<file path="src/rtl/dti_map.svh">
`ifndef DTI_MAP_SVH
`define DTI_MAP_SVH
// register byte addresses
`define DTI_ADDR_CMD_MODE   8'h00
`define DTI_ADDR_UPDN_RATE  8'h04
`define DTI_ADDR_FREQ_RES   8'h08
`define DTI_ADDR_POL_LOW    8'h0C
`define DTI_ADDR_POL_HIGH   8'h10
`define DTI_ADDR_MUX_MODE   8'h14
`define DTI_ADDR_PULSE_FREQ 8'h18
`define DTI_ADDR_STATUS     8'h1C
`define DTI_ADDR_FREQ_REF   8'h20
`define DTI_ADDR_OUT_FUNC   8'h40
`define DTI_ADDR_DELAY      8'h80
// field positions
`define DTI_STAT_RUN        11
`define DTI_STAT_REV        10
// reset values
`define DTI_RST_CMD_MODE    2'h0
`define DTI_RST_UPDN_RATE   16'h03E8
`define DTI_RST_FREQ_RES    2'h2
`define DTI_RST_POL         20'h00000
`define DTI_RST_MUX_MODE    1'h1
`define DTI_RST_OUT_FUNC    36'h000001230
`define DTI_RST_DELAY       15'h0000
`define DTI_RST_PULSE_FREQ  16'h0000
// timing
`define DTI_CLK_HZ          40000000
`define DTI_CLK_NS          25
`define DTI_DELAY_TICK_NS   100000000
`define DTI_RAMP_TICK_NS    1000000
`define DTI_PULSE_MAX_HZ    50000
`define DTI_PULSE_MIN_GAP   (`DTI_CLK_HZ / (2 * `DTI_PULSE_MAX_HZ) - 1)
`endif

</file>
<file path="src/rtl/dti_pkg.sv">
package dti_pkg;
   typedef enum logic [1:0] {
      DTI_TWO_LINE_1   = 2'b00,
      DTI_TWO_LINE_2   = 2'b01,
      DTI_THREE_LINE_1 = 2'b10,
      DTI_THREE_LINE_2 = 2'b11
   } dti_cmd_mode_t;
   typedef enum logic [3:0] {
      DTI_F_NONE     = 4'h0,
      DTI_F_READY    = 4'h1,
      DTI_F_RUNNING  = 4'h2,
      DTI_F_FAULT    = 4'h3,
      DTI_F_FAULT_UV = 4'h4,
      DTI_F_SWING    = 4'h5,
      DTI_F_TORQUE   = 4'h6,
      DTI_F_UPPER    = 4'h7,
      DTI_F_LOWER    = 4'h8,
      DTI_F_LOWER_ST = 4'h9
   } dti_out_func_t;
endpackage

</file>
<file path="src/rtl/dti_top.sv">
// Behaviour
// mode 3: input3 enable, input1 run, input2 direction
// enabled run press starts; direction inactive forward
// enable inactive stops at once
// run acts on its on edge
// up/down ramp at set rate, thousandths
// resolution 1 scales rate by ten
// separate on and off delays per input
// delays only on inputs one to five
// polarity from digits of two settings
// digit 0: active when open from common
// digit 1: active when tied to common
// mux terminal: 0 pulse, 1 switch
// pulse output never above 50 kHz
// nine outputs with own function selector
// function 0 off, function 1 ready
// function 2 on while running
// functions 3 and 4 fault stop variants
// function 5 swing frequency limited
// function 6 torque limited stall
// function 7 upper limit reached
// function 8 lower limit, off stopped
// function 9 lower limit, on stopped
// delays count 0.1 s ticks, restart
// inputs synchronised before use
`include "dti_map.svh"
`timescale 1ns/1ps
`default_nettype none
module dti_top #(
   parameter int DELAY_TICK_CYCLES = `DTI_DELAY_TICK_NS / `DTI_CLK_NS,
   parameter int RAMP_TICK_CYCLES  = `DTI_RAMP_TICK_NS / `DTI_CLK_NS
) (
   input  wire logic        aclk,           // core clock
   input  wire logic        aresetn,        // sync reset
   input  wire logic [7:0]  s_axi_awaddr,   // write address
   input  wire logic        s_axi_awvalid,  // write address valid
   output logic             s_axi_awready,  // write address ready
   input  wire logic [31:0] s_axi_wdata,    // write data
   input  wire logic [3:0]  s_axi_wstrb,    // byte enables
   input  wire logic        s_axi_wvalid,   // write data valid
   output logic             s_axi_wready,   // write data ready
   output logic [1:0]       s_axi_bresp,    // write response
   output logic             s_axi_bvalid,   // write response valid
   input  wire logic        s_axi_bready,   // response ready
   input  wire logic [7:0]  s_axi_araddr,   // read address
   input  wire logic        s_axi_arvalid,  // read address valid
   output logic             s_axi_arready,  // read address ready
   output logic [31:0]      s_axi_rdata,    // read data
   output logic [1:0]       s_axi_rresp,    // read response
   output logic             s_axi_rvalid,   // read data valid
   input  wire logic        s_axi_rready,   // read ready
   input  wire logic [9:0]  term_in,        // 1 = tied to input_common
   input  wire logic        drive_ready,    // circuits stable
   input  wire logic        drive_fault,    // stopped by fault
   input  wire logic        drive_undervolt, // under-voltage
   input  wire logic        drive_running,  // running
   input  wire logic        set_beyond_lim, // set freq outside limits
   input  wire logic        at_upper_lim,   // output at upper limit
   input  wire logic        at_lower_lim,   // output at lower limit
   input  wire logic        speed_ctrl,     // speed control mode
   input  wire logic        torque_lim,     // torque at limit
   output logic [9:0]       input_active,   // conditioned inputs
   output logic             run_cmd,        // run command
   output logic             reverse_cmd,    // reverse direction
   output logic [31:0]      freq_ref_uhz,   // reference, micro-Hz
   output logic [8:0]       term_out        // bit 0 mux terminal
);
   import dti_pkg::*;

   // ---------------- register bus ----------------
   logic [1:0]  cmd_mode_reg;
   logic [15:0] rate_reg;
   logic [1:0]  res_reg;
   logic [19:0] pol_low_reg, pol_high_reg;
   logic        mux_mode_reg;
   logic [15:0] pfreq_reg;
   logic [3:0]  func_reg  [9];
   logic [14:0] delay_reg [10];
   logic [7:0]  awaddr_reg, araddr_reg;
   logic [31:0] wdata_reg, rdata_next;
   logic [3:0]  wstrb_reg;
   logic        aw_full_reg, w_full_reg, rd_ok;
   logic [31:0] wmask, merged;
   logic [1:0]  run_rev_reg;

   assign s_axi_awready = !aw_full_reg && !s_axi_bvalid;
   assign s_axi_wready  = !w_full_reg && !s_axi_bvalid;
   assign s_axi_arready = !s_axi_rvalid;
   wire do_write = aw_full_reg && w_full_reg && !s_axi_bvalid;
   assign wmask  = {{8{wstrb_reg[3]}}, {8{wstrb_reg[2]}}, {8{wstrb_reg[1]}}, {8{wstrb_reg[0]}}};
   wire [5:0] widx = awaddr_reg[7:2];
   wire [5:0] ridx = s_axi_araddr[7:2];
   wire w_func  = widx >= 6'h10 && widx < 6'h19;
   wire w_dly   = widx >= 6'h20 && widx < 6'h2A;
   wire [3:0] wf = 4'(widx - 6'h10);
   wire [3:0] wd = 4'(widx - 6'h20);
   wire [3:0] rf = 4'(ridx - 6'h10);
   wire [3:0] rd = 4'(ridx - 6'h20);
   wire w_known = w_func || w_dly || (widx <= 6'h06);

   function automatic logic [31:0] mrg(input logic [31:0] old, input logic [31:0] msk,
                                       input logic [31:0] nw);
      return (old & ~msk) | (nw & msk);
   endfunction

   always_ff @(posedge aclk) begin
      if (!aresetn) begin
         aw_full_reg <= 1'b0;
         w_full_reg  <= 1'b0;
         awaddr_reg  <= 8'h00;
         wdata_reg   <= 32'h00000000;
         wstrb_reg   <= 4'h0;
         s_axi_bvalid <= 1'b0;
         s_axi_bresp <= 2'h0;
      end else begin
         if (s_axi_awvalid && s_axi_awready) begin
            aw_full_reg <= 1'b1;
            awaddr_reg  <= s_axi_awaddr;
         end
         if (s_axi_wvalid && s_axi_wready) begin
            w_full_reg <= 1'b1;
            wdata_reg  <= s_axi_wdata;
            wstrb_reg  <= s_axi_wstrb;
         end
         if (do_write) begin
            aw_full_reg  <= 1'b0;
            w_full_reg   <= 1'b0;
            s_axi_bvalid <= 1'b1;
            s_axi_bresp  <= w_known ? 2'h0 : 2'h2;
         end else if (s_axi_bready) begin
            s_axi_bvalid <= 1'b0;
         end
      end
   end

   assign merged = mrg(32'h00000000, wmask, wdata_reg);

   always_ff @(posedge aclk) begin
      if (!aresetn) begin
         cmd_mode_reg <= `DTI_RST_CMD_MODE;
         rate_reg     <= `DTI_RST_UPDN_RATE;
         res_reg      <= `DTI_RST_FREQ_RES;
         pol_low_reg  <= `DTI_RST_POL;
         pol_high_reg <= `DTI_RST_POL;
         mux_mode_reg <= `DTI_RST_MUX_MODE;
         pfreq_reg    <= `DTI_RST_PULSE_FREQ;
         for (int i = 0; i < 9; i++)
            func_reg[i] <= 4'(`DTI_RST_OUT_FUNC >> (4 * i));
         for (int i = 0; i < 10; i++)
            delay_reg[i] <= `DTI_RST_DELAY;
      end else if (do_write) begin
         // a partially strobed write keeps the unstrobed bytes
         if (widx == 6'h00)
            cmd_mode_reg <= 2'(mrg(32'(cmd_mode_reg), wmask, wdata_reg));
         else if (widx == 6'h01)
            rate_reg <= 16'(mrg(32'(rate_reg), wmask, wdata_reg));
         else if (widx == 6'h02)
            res_reg <= 2'(mrg(32'(res_reg), wmask, wdata_reg));
         else if (widx == 6'h03)
            pol_low_reg <= 20'(mrg(32'(pol_low_reg), wmask, wdata_reg));
         else if (widx == 6'h04)
            pol_high_reg <= 20'(mrg(32'(pol_high_reg), wmask, wdata_reg));
         else if (widx == 6'h05)
            mux_mode_reg <= merged[0] | (mux_mode_reg & ~wmask[0]);
         else if (widx == 6'h06)
            pfreq_reg <= 16'(mrg(32'(pfreq_reg), wmask, wdata_reg));
         else if (w_func)
            func_reg[wf] <= 4'(mrg(32'(func_reg[wf]), wmask, wdata_reg));
         else if (w_dly)
            delay_reg[wd] <= 15'(mrg(32'(delay_reg[wd]), wmask, wdata_reg));
      end
   end

   always_comb begin
      rdata_next = 32'h00000000;
      rd_ok = 1'b1;
      if (s_axi_araddr == `DTI_ADDR_CMD_MODE) rdata_next = 32'(cmd_mode_reg);
      else if (s_axi_araddr == `DTI_ADDR_UPDN_RATE) rdata_next = 32'(rate_reg);
      else if (s_axi_araddr == `DTI_ADDR_FREQ_RES) rdata_next = 32'(res_reg);
      else if (s_axi_araddr == `DTI_ADDR_POL_LOW) rdata_next = 32'(pol_low_reg);
      else if (s_axi_araddr == `DTI_ADDR_POL_HIGH) rdata_next = 32'(pol_high_reg);
      else if (s_axi_araddr == `DTI_ADDR_MUX_MODE) rdata_next = 32'(mux_mode_reg);
      else if (s_axi_araddr == `DTI_ADDR_PULSE_FREQ) rdata_next = 32'(pfreq_reg);
      else if (s_axi_araddr == `DTI_ADDR_STATUS) rdata_next = 32'({run_rev_reg, input_active});
      else if (s_axi_araddr == `DTI_ADDR_FREQ_REF) rdata_next = freq_ref_uhz;
      else if (ridx >= 6'h10 && ridx < 6'h19) rdata_next = 32'(func_reg[rf]);
      else if (ridx >= 6'h20 && ridx < 6'h2A) rdata_next = 32'(delay_reg[rd]);
      else rd_ok = 1'b0;
   end

   always_ff @(posedge aclk) begin
      if (!aresetn) begin
         s_axi_rvalid <= 1'b0;
         s_axi_rdata  <= 32'h00000000;
         s_axi_rresp  <= 2'h0;
      end else if (s_axi_arvalid && s_axi_arready) begin
         s_axi_rvalid <= 1'b1;
         s_axi_rdata  <= rdata_next;
         s_axi_rresp  <= rd_ok ? 2'h0 : 2'h2;
      end else if (s_axi_rready) begin
         s_axi_rvalid <= 1'b0;
      end
   end

   // ---------------- input conditioning ----------------
   logic [9:0] s1_reg, s2_reg, s3_reg, stab_reg, pol_bits, pc;
   always_ff @(posedge aclk) begin
      if (!aresetn) begin
         s1_reg   <= 10'h000;
         s2_reg   <= 10'h000;
         s3_reg   <= 10'h000;
         stab_reg <= 10'h000;
      end else begin
         s1_reg   <= term_in;
         s2_reg   <= s1_reg;
         s3_reg   <= s2_reg;
         stab_reg <= (~(s2_reg ^ s3_reg) & s3_reg) | ((s2_reg ^ s3_reg) & stab_reg);
      end
   end

   // only the low bit of each digit matters; even digits act as 0, odd digits as 1
   assign pol_bits = {pol_high_reg[16], pol_high_reg[12], pol_high_reg[8],
                      pol_high_reg[4], pol_high_reg[0], pol_low_reg[16],
                      pol_low_reg[12], pol_low_reg[8], pol_low_reg[4],
                      pol_low_reg[0]};
   assign pc = ~(stab_reg ^ pol_bits);

   logic [21:0] dtick_cnt_reg;
   wire dtick = dtick_cnt_reg == 22'(DELAY_TICK_CYCLES - 1);
   always_ff @(posedge aclk) begin
      if (!aresetn || dtick) dtick_cnt_reg <= 22'h000000;
      else dtick_cnt_reg <= dtick_cnt_reg + 22'h000001;
   end

   for (genvar g = 0; g < 10; g++) begin : g_in
      logic        act_reg;
      logic [14:0] cnt_reg;
      if (g < 5) begin : g_dly
         wire [14:0] dly = pc[g] ? delay_reg[2*g] : delay_reg[2*g+1];
         always_ff @(posedge aclk) begin
            if (!aresetn) begin
               act_reg <= 1'b0;
               cnt_reg <= 15'h0000;
            end else if (pc[g] == act_reg) begin
               cnt_reg <= 15'h0000;
            end else if (dly == 15'h0000 || (dtick && cnt_reg + 15'h0001 >= dly)) begin
               act_reg <= pc[g];
               cnt_reg <= 15'h0000;
            end else if (dtick) begin
               cnt_reg <= cnt_reg + 15'h0001;
            end
         end
      end else begin : g_nodly
         always_ff @(posedge aclk) begin
            if (!aresetn) act_reg <= 1'b0;
            else act_reg <= pc[g];
            cnt_reg <= 15'h0000;
         end
      end
      assign input_active[g] = act_reg;
   end

   // ---------------- terminal command decode ----------------
   logic p1_reg, p2_reg, run_next, rev_next;
   wire i1 = input_active[0];
   wire i2 = input_active[1];
   wire i3 = input_active[2];
   always_comb begin
      run_next = run_cmd;
      rev_next = reverse_cmd;
      case (dti_cmd_mode_t'(cmd_mode_reg))
         DTI_TWO_LINE_1: begin
            run_next = i1 ^ i2;
            rev_next = i2 & ~i1;
         end
         DTI_TWO_LINE_2: begin
            run_next = i1;
            rev_next = i2;
         end
         DTI_THREE_LINE_1: begin
            if (!i3) run_next = 1'b0;
            else if (i1 && !p1_reg) begin
               run_next = 1'b1;
               rev_next = 1'b0;
            end else if (i2 && !p2_reg) begin
               run_next = 1'b1;
               rev_next = 1'b1;
            end
         end
         DTI_THREE_LINE_2: begin
            if (!i3) run_next = 1'b0;
            else if (i1 && !p1_reg) run_next = 1'b1;
            rev_next = i2;
         end
         default: run_next = 1'b0;
      endcase
   end

   always_ff @(posedge aclk) begin
      if (!aresetn) begin
         p1_reg      <= 1'b0;
         p2_reg      <= 1'b0;
         run_cmd     <= 1'b0;
         reverse_cmd <= 1'b0;
      end else begin
         p1_reg      <= i1;
         p2_reg      <= i2;
         run_cmd     <= run_next;
         reverse_cmd <= rev_next;
      end
   end
   assign run_rev_reg = {run_cmd, reverse_cmd};

   // ---------------- up/down ramp, inputs 4 up and 5 down ----------------
   logic [15:0] rtick_cnt_reg;
   wire rtick = rtick_cnt_reg == 16'(RAMP_TICK_CYCLES - 1);
   // per millisecond, a rate in mHz/s is the same figure in micro-Hz
   wire [31:0] step = (res_reg == 2'h1) ? 32'(rate_reg) * 32'h0000000A
                                        : 32'(rate_reg);
   wire [32:0] up_sum = {1'b0, freq_ref_uhz} + {1'b0, step};
   always_ff @(posedge aclk) begin
      if (!aresetn || rtick) rtick_cnt_reg <= 16'h0000;
      else rtick_cnt_reg <= rtick_cnt_reg + 16'h0001;
   end
   always_ff @(posedge aclk) begin
      if (!aresetn) freq_ref_uhz <= 32'h00000000;
      else if (rtick && input_active[3] && !input_active[4])
         freq_ref_uhz <= up_sum[32] ? 32'hFFFFFFFF : up_sum[31:0];
      else if (rtick && input_active[4] && !input_active[3])
         freq_ref_uhz <= (freq_ref_uhz > step) ? freq_ref_uhz - step : 32'h00000000;
   end

   // ---------------- output functions ----------------
   logic [15:0] fvec;
   assign fvec = {6'h00,
                  at_lower_lim | ~drive_running,
                  at_lower_lim & drive_running,
                  at_upper_lim,
                  speed_ctrl & torque_lim,
                  set_beyond_lim & (at_upper_lim | at_lower_lim),
                  drive_fault & ~drive_undervolt,
                  drive_fault,
                  drive_running,
                  drive_ready & ~drive_fault,
                  1'b0};

   logic [8:0] fout_reg;
   always_ff @(posedge aclk) begin
      if (!aresetn) fout_reg <= 9'h000;
      else for (int k = 0; k < 9; k++) fout_reg[k] <= fvec[func_reg[k]];
   end

   // ---------------- pulse generator ----------------
   logic [26:0] pacc_reg;
   logic        pulse_reg, fm_reg;
   logic [8:0]  gap_reg;
   wire  [15:0] pf = (pfreq_reg > 16'(`DTI_PULSE_MAX_HZ)) ? 16'(`DTI_PULSE_MAX_HZ)
                                                        : pfreq_reg;
   wire  [26:0] psum = pacc_reg + 27'({pf, 1'b0});
   wire         ptog = psum >= 27'(`DTI_CLK_HZ);
   always_ff @(posedge aclk) begin
      if (!aresetn || mux_mode_reg) begin
         pacc_reg  <= 27'h0000000;
         pulse_reg <= 1'b0;
      end else if (ptog) begin
         pacc_reg  <= psum - 27'(`DTI_CLK_HZ);
         pulse_reg <= ~pulse_reg;
      end else begin
         pacc_reg  <= psum;
      end
   end
   always_ff @(posedge aclk) begin
      if (!aresetn) fm_reg <= 1'b0;
      else fm_reg <= mux_mode_reg ? fout_reg[0] : pulse_reg;
   end
   assign term_out = {fout_reg[8:1], fm_reg};

   // ---------------- checks ----------------
   always_ff @(posedge aclk) begin
      if (!aresetn) gap_reg <= 9'h000;
      else if (!mux_mode_reg && ptog) gap_reg <= 9'h000;
      else if (gap_reg != 9'h1FF) gap_reg <= gap_reg + 9'h001;
   end

   property p_enable_stop;
      @(posedge aclk) disable iff (!aresetn)
      (cmd_mode_reg == 2'h3 && !i3) |=> !run_cmd;
   endproperty
   a_enable_stop: assert property (p_enable_stop) else $error("run kept without enable");

   property p_run_press;
      @(posedge aclk) disable iff (!aresetn)
      (cmd_mode_reg == 2'h3 && i3 && i1 && !p1_reg) |=> run_cmd;
   endproperty
   a_run_press: assert property (p_run_press) else $error("run press ignored");

   property p_direction;
      @(posedge aclk) disable iff (!aresetn)
      (cmd_mode_reg == 2'h3) |=> (reverse_cmd == $past(i2));
   endproperty
   a_direction: assert property (p_direction) else $error("direction wrong");

   property p_pulse_limit;
      @(posedge aclk) disable iff (!aresetn)
      $changed(pulse_reg) && !mux_mode_reg |-> $past(gap_reg) >= 9'(`DTI_PULSE_MIN_GAP);
   endproperty
   a_pulse_limit: assert property (p_pulse_limit) else $error("pulse too fast");

   property p_mux_pulse;
      @(posedge aclk) disable iff (!aresetn)
      !mux_mode_reg ##1 !mux_mode_reg |-> term_out[0] == $past(pulse_reg);
   endproperty
   a_mux_pulse: assert property (p_mux_pulse) else $error("mux terminal wrong");

   property p_func_none;
      @(posedge aclk) disable iff (!aresetn)
      (func_reg[1] == 4'h0) [*2] |-> !term_out[1];
   endproperty
   a_func_none: assert property (p_func_none) else $error("function 0 active");

   property p_lower_stop;
      @(posedge aclk) disable iff (!aresetn)
      (func_reg[1] == 4'h8 && !drive_running) |=> !term_out[1];
   endproperty
   a_lower_stop: assert property (p_lower_stop) else $error("function 8 on at stop");

   property p_nodelay;
      @(posedge aclk) disable iff (!aresetn)
      aresetn |=> input_active[9:5] == $past(pc[9:5]);
   endproperty
   a_nodelay: assert property (p_nodelay) else $error("upper input delayed");

   property p_ramp_up;
      @(posedge aclk) disable iff (!aresetn)
      (rtick && input_active[3] && !input_active[4] && !up_sum[32])
         |=> freq_ref_uhz == $past(up_sum[31:0]);
   endproperty
   a_ramp_up: assert property (p_ramp_up) else $error("ramp step wrong");
endmodule // dti_top
`default_nettype wire

</file>
<file path="config.mk">
export PLATFORM = sky130hd
export DESIGN_NAME = dti_top
export DESIGN_NICKNAME = d
export VERILOG_FILES = /design/src/rtl/dti_pkg.sv /design/src/rtl/dti_top.sv
export VERILOG_INCLUDE_DIRS = /design/src /design/src/rtl
export SDC_FILE = /design/constraint.sdc
export NUM_CORES = 2
export LEC_CHECK = 0
export BUFFER_PORTS_ARGS = -buffer_cell sky130_fd_sc_hd__buf_2
export CAP_MARGIN = 40
export CORE_MARGIN = 1
export CORE_UTILIZATION = 40
export CTS_BUF_LIST = sky130_fd_sc_hd__clkbuf_16
export CTS_CLUSTER_DIAMETER = 30
export CTS_CLUSTER_SIZE = 12
export DETAILED_ROUTE_END_ITERATION = 12
export GPL_TIMING_DRIVEN = 0
export PLACE_DENSITY = 0.66
export SLEW_MARGIN = 0
export SYNTH_ARGS = -nofsm -noshare
export SYNTH_HDL_FRONTEND = slang
export SYNTH_SLANG_ARGS = --single-unit
</file>
<file path="constraint.sdc">
create_clock -name aclk -period 4.5 [get_ports aclk]
set_input_delay 0.9 -clock aclk [delete_from_list [all_inputs] [get_ports aclk]]
set_output_delay 0.9 -clock aclk [all_outputs]
set_load 0.02 [all_outputs]
</file>
==> flow_metrics.py <==
metrics = {
    "detailed_routing": {
        "drc": 0,
        "first_iter_violations": 4166,
        "met2_length_um": 61400,
        "routedWlPerCell_um": 23.5,
        "drtPass1Iterations": 8,
        "wl_um": 138000,
        "m1WireLength_um": 52400,
        "viasPerCell": 5.90,
        "drtAntennaViolNets": 0,
        "routed.top_layer": "met5",
        "vias": 34600,
        "dr_wl_met3_um": 16100,
    },
    "critical_path": {
        "cp-end-kind": "register",
        "ff2ff_setup_slack_ns": -0.33,
        "critical_path_peak_fanout": 10,
        "endpoint": "pacc_reg[24]$_SDFF_PP0_",
        "r2r-end": "pacc_reg[24]$_SDFF_PP0_",
        "cp_cell_sequence": "o41ai_4 -> nand2b_1 -> a21oi_2 -> o21ai_2 -> nand3_2 -> buf_4 -> buf_4 -> nand2b_1 -> ha_4 -> clkbuf_8 -> nor3b_1 -> a31oi_1 -> o221ai_2 -> nor3_4 -> ha_2 -> nand3_2 -> nor4_4 -> nand3_2 -> nor4b_2 -> o311a_1 -> o21ai_4 -> buf_6 -> or4_4 -> a21oi_2",
        "crit_arrival_ns": 5.46,
        "critPathKind": "reg -> reg",
        "required_ns": 5.14,
        "cpMostUsedCell": "nand3_2",
        "ff2ff_path_depth": 24,
        "slowest_delay_ns": 0.41,
        "critPathSlowestCell": "or4_4",
        "startpoint_type": "register",
    },
    "logic_synthesis": {
        "ys_warn_count": 0,
        "ys_seq_elements": 688,
        "synth_area_um2": 38900,
        "async_flop_share_pct": 0,
        "post_synth.cell_area_avg_um2": 10.0,
        "synth_seq_area_share_pct": 43.2,
        "synthFlopType": "dfxtp_1",
        "synth_edf_count": 304,
        "syn_inst": 3881,
        "synth.distinct_cells": 86,
    },
    "sta": {
        "setup_slack_ns": -0.327,
        "hold_viol": 0,
        "drv_slew": 0,
        "rsz0062_at_grt": "true",
        "fin_crit_sh_pct": 107,
        "report.final.setup_viol": 51,
        "fin_crit_ns": 4.83,
        "holdWs_ns": 0.362,
        "tns_ns": -10.18,
        "maxSlewHeadroom_pct": 29.9,
        "fmax_mhz": 207,
        "tightestPinTransition_ns": 1.04,
        "skew_ns": 0.0356,
    },
    "worst_hold_path": {
        "holdCritPathClass": "in -> reg",
    },
    "cts": {
        "cts_sinks": 688,
        "clkTransAtPathRegs_ns": 0.05,
        "clk_latency_ns": 0.74,
        "clock_path_buffers": 3,
        "tritoncts": "yes",
        "clockRootBuffer": "clkbuf_16",
        "numCtsBuffers": 147,
        "h-tree-depth": 4,
    },
    "grt": {
        "grt_antenna_before_repair": 8,
        "grt.total_usage_pct": 26.9,
        "grt_start_max_net_pins": 17,
        "grt_pass1_vias": 32400,
        "grt_pass1_wl_um": 199000,
        "grt_overflow": 0,
    },
    "final_layout": {
        "layout.nets": 4719,
        "final_util_pct": 52.0,
        "final_cell_mix": "nor2_1, dfxtp_1, nand2_1",
        "design_area_um2": 50200,
        "area_growth_syn_to_layout_pct": 29.0,
        "filler_cell_count": 8347,
        "mostFrequentLayoutCell": "nor2_1",
        "drive_gt1_share_pct": 23.7,
    },
    "floorplan": {
        "initial_core_util_pct": 40.3,
        "rows": 114,
        "die_h_um": 314,
        "ios": 172,
        "dieArea_um2": 98600,
        "fp.coreArea_um2": 96600,
        "fp.dieW_um": 314,
    },
    "placement": {
        "dpl-instance-area_um2": 42500,
        "dp_hpwl_um": 99300,
        "gp_congestion": 1.00,
        "io_buffers": 149,
    },
    "run_status": {
        "status": "finished with violations",
        "violations": "setup timing",
    },
    "job": {
        "drv_cap": 0,
    },
    "pwr": {
        "cellPowerDensity_nw_per_um2": 377,
        "power_w": 0.0189,
        "p_leak_nw": 19.7,
        "irDropWorstVdd_v": 0.000404,
    },
}
-- cells by family after synthesis --
family                     after synthesis  share of synthesized area (%)
muxes                                  359                           14.4
DFF                                    688                           43.2
and+or+nand+nor                       1382                           16.3
other                                    1                        0.00963
AOI/OAI and AO/OA                      695                           11.4
xor gates and xnor gates               247                           5.56
buffers and inverters                  336                           3.51
adders and majority gates              173                           5.64
-- stage by stage --
| step | setup WS, ns | std cells |
|---|---|---|
| 2_1_floorplan | 0.00820 | 4000 |
| 6_report | -0.327 | 5868 |
| 3_5_place_dp | -1.01 | 5477 |
| 5_1_grt | -0.523 | 5867 |
| 4_1_cts | -0.228 | 5811 |
| 3_3_place_gp | -1.18 | 5425 |
-- layout make-up --
cell class	count	area (um2)	share of cell area [%]
diodes	1	2.50	0.00498
well taps	1276	1600	3.18
repair buffers	335	2610	5.20
multi-input cells	2978	22800	45.4
inverters	95	364	0.725
clock buffers	154	3850	7.67
flip-flops and latches	688	16800	33.5
plain buffers	223	1040	2.07
clock inverters	118	1120	2.23
-- metal layers --
layer,vias to the layer above,global-route usage (%)
met5,-,0
met4,10,14.8
met3,490,6.44
met2,2095,41.4
met1,16800,34.7
li1,15200,-
-- worst max-delay path, delay by kind of cell (launching register included) --
kind / cells / cell delay, ns
AND/OR/NAND/NOR: 10 / 1.78
AO/OA/AOI/OAI: 8 / 1.54
buffers and inverters: 4 / 0.53
adder cells (fa/ha/maj): 2 / 0.52
flip-flops: 1 / 0.35
-- where the power goes --
part           switching [W]  internal [W]
Combinational       0.000807      0.000506
Sequential          0.000155       0.00672
Clock                0.00371       0.00703
Total                0.00467        0.0143
-- worst min-delay path by stage --
stage | start | endpoint | slack (ns) | cells after the start
3_3_place_gp | s1_reg[5]$_SDFF_PN0_ | s2_reg[5]$_SDFF_PN0_ | 0.42 | 1
3_5_place_dp | s1_reg[9]$_SDFF_PN0_ | s2_reg[9]$_SDFF_PN0_ | 0.42 | 1
4_1_cts | s_axi_rready | s_axi_rvalid$_SDFFE_PN0P_ | 0.34 | 2
5_1_grt | s_axi_rready | s_axi_rvalid$_SDFFE_PN0P_ | 0.34 | 2
6_report | s_axi_rready | s_axi_rvalid$_SDFFE_PN0P_ | 0.36 | 2
2_1_floorplan | s1_reg[0]$_SDFF_PN0_ | s2_reg[0]$_SDFF_PN0_ | 0.41 | 1
-- cell usage after synthesis, drive strengths merged, types with 47 or more instances --
cell | count | area share, %
inv | 95 | 0.92
and2 | 66 | 1.1
nor2 | 518 | 5.0
ha | 169 | 5.4
o21ai | 143 | 1.9
mux4 | 158 | 9.1
xor2 | 129 | 2.9
nand3 | 122 | 1.6
clkbuf | 185 | 1.8
xnor2 | 118 | 2.7
buf | 56 | 0.81
nor3 | 57 | 0.75
mux2i | 160 | 4.1
nand4 | 47 | 0.76
nand2 | 354 | 3.4
a21oi | 247 | 3.2
dfxtp | 384 | 20
edfxtp | 304 | 23
-- repair_timing --
| item | 4_1_cts | 5_1_grt |
|---|---|---|
| hold buffers | 0 | 0 |
| pin swaps | 111 | 122 |
| endpoints found under the setup margin | 101 | 105 |
| gates resized for setup | 213 | 174 |
| cloned | 6 | 1 |
| buffers inserted | 68 | 63 |
Note: power is estimated with default switching activity, not from simulation.
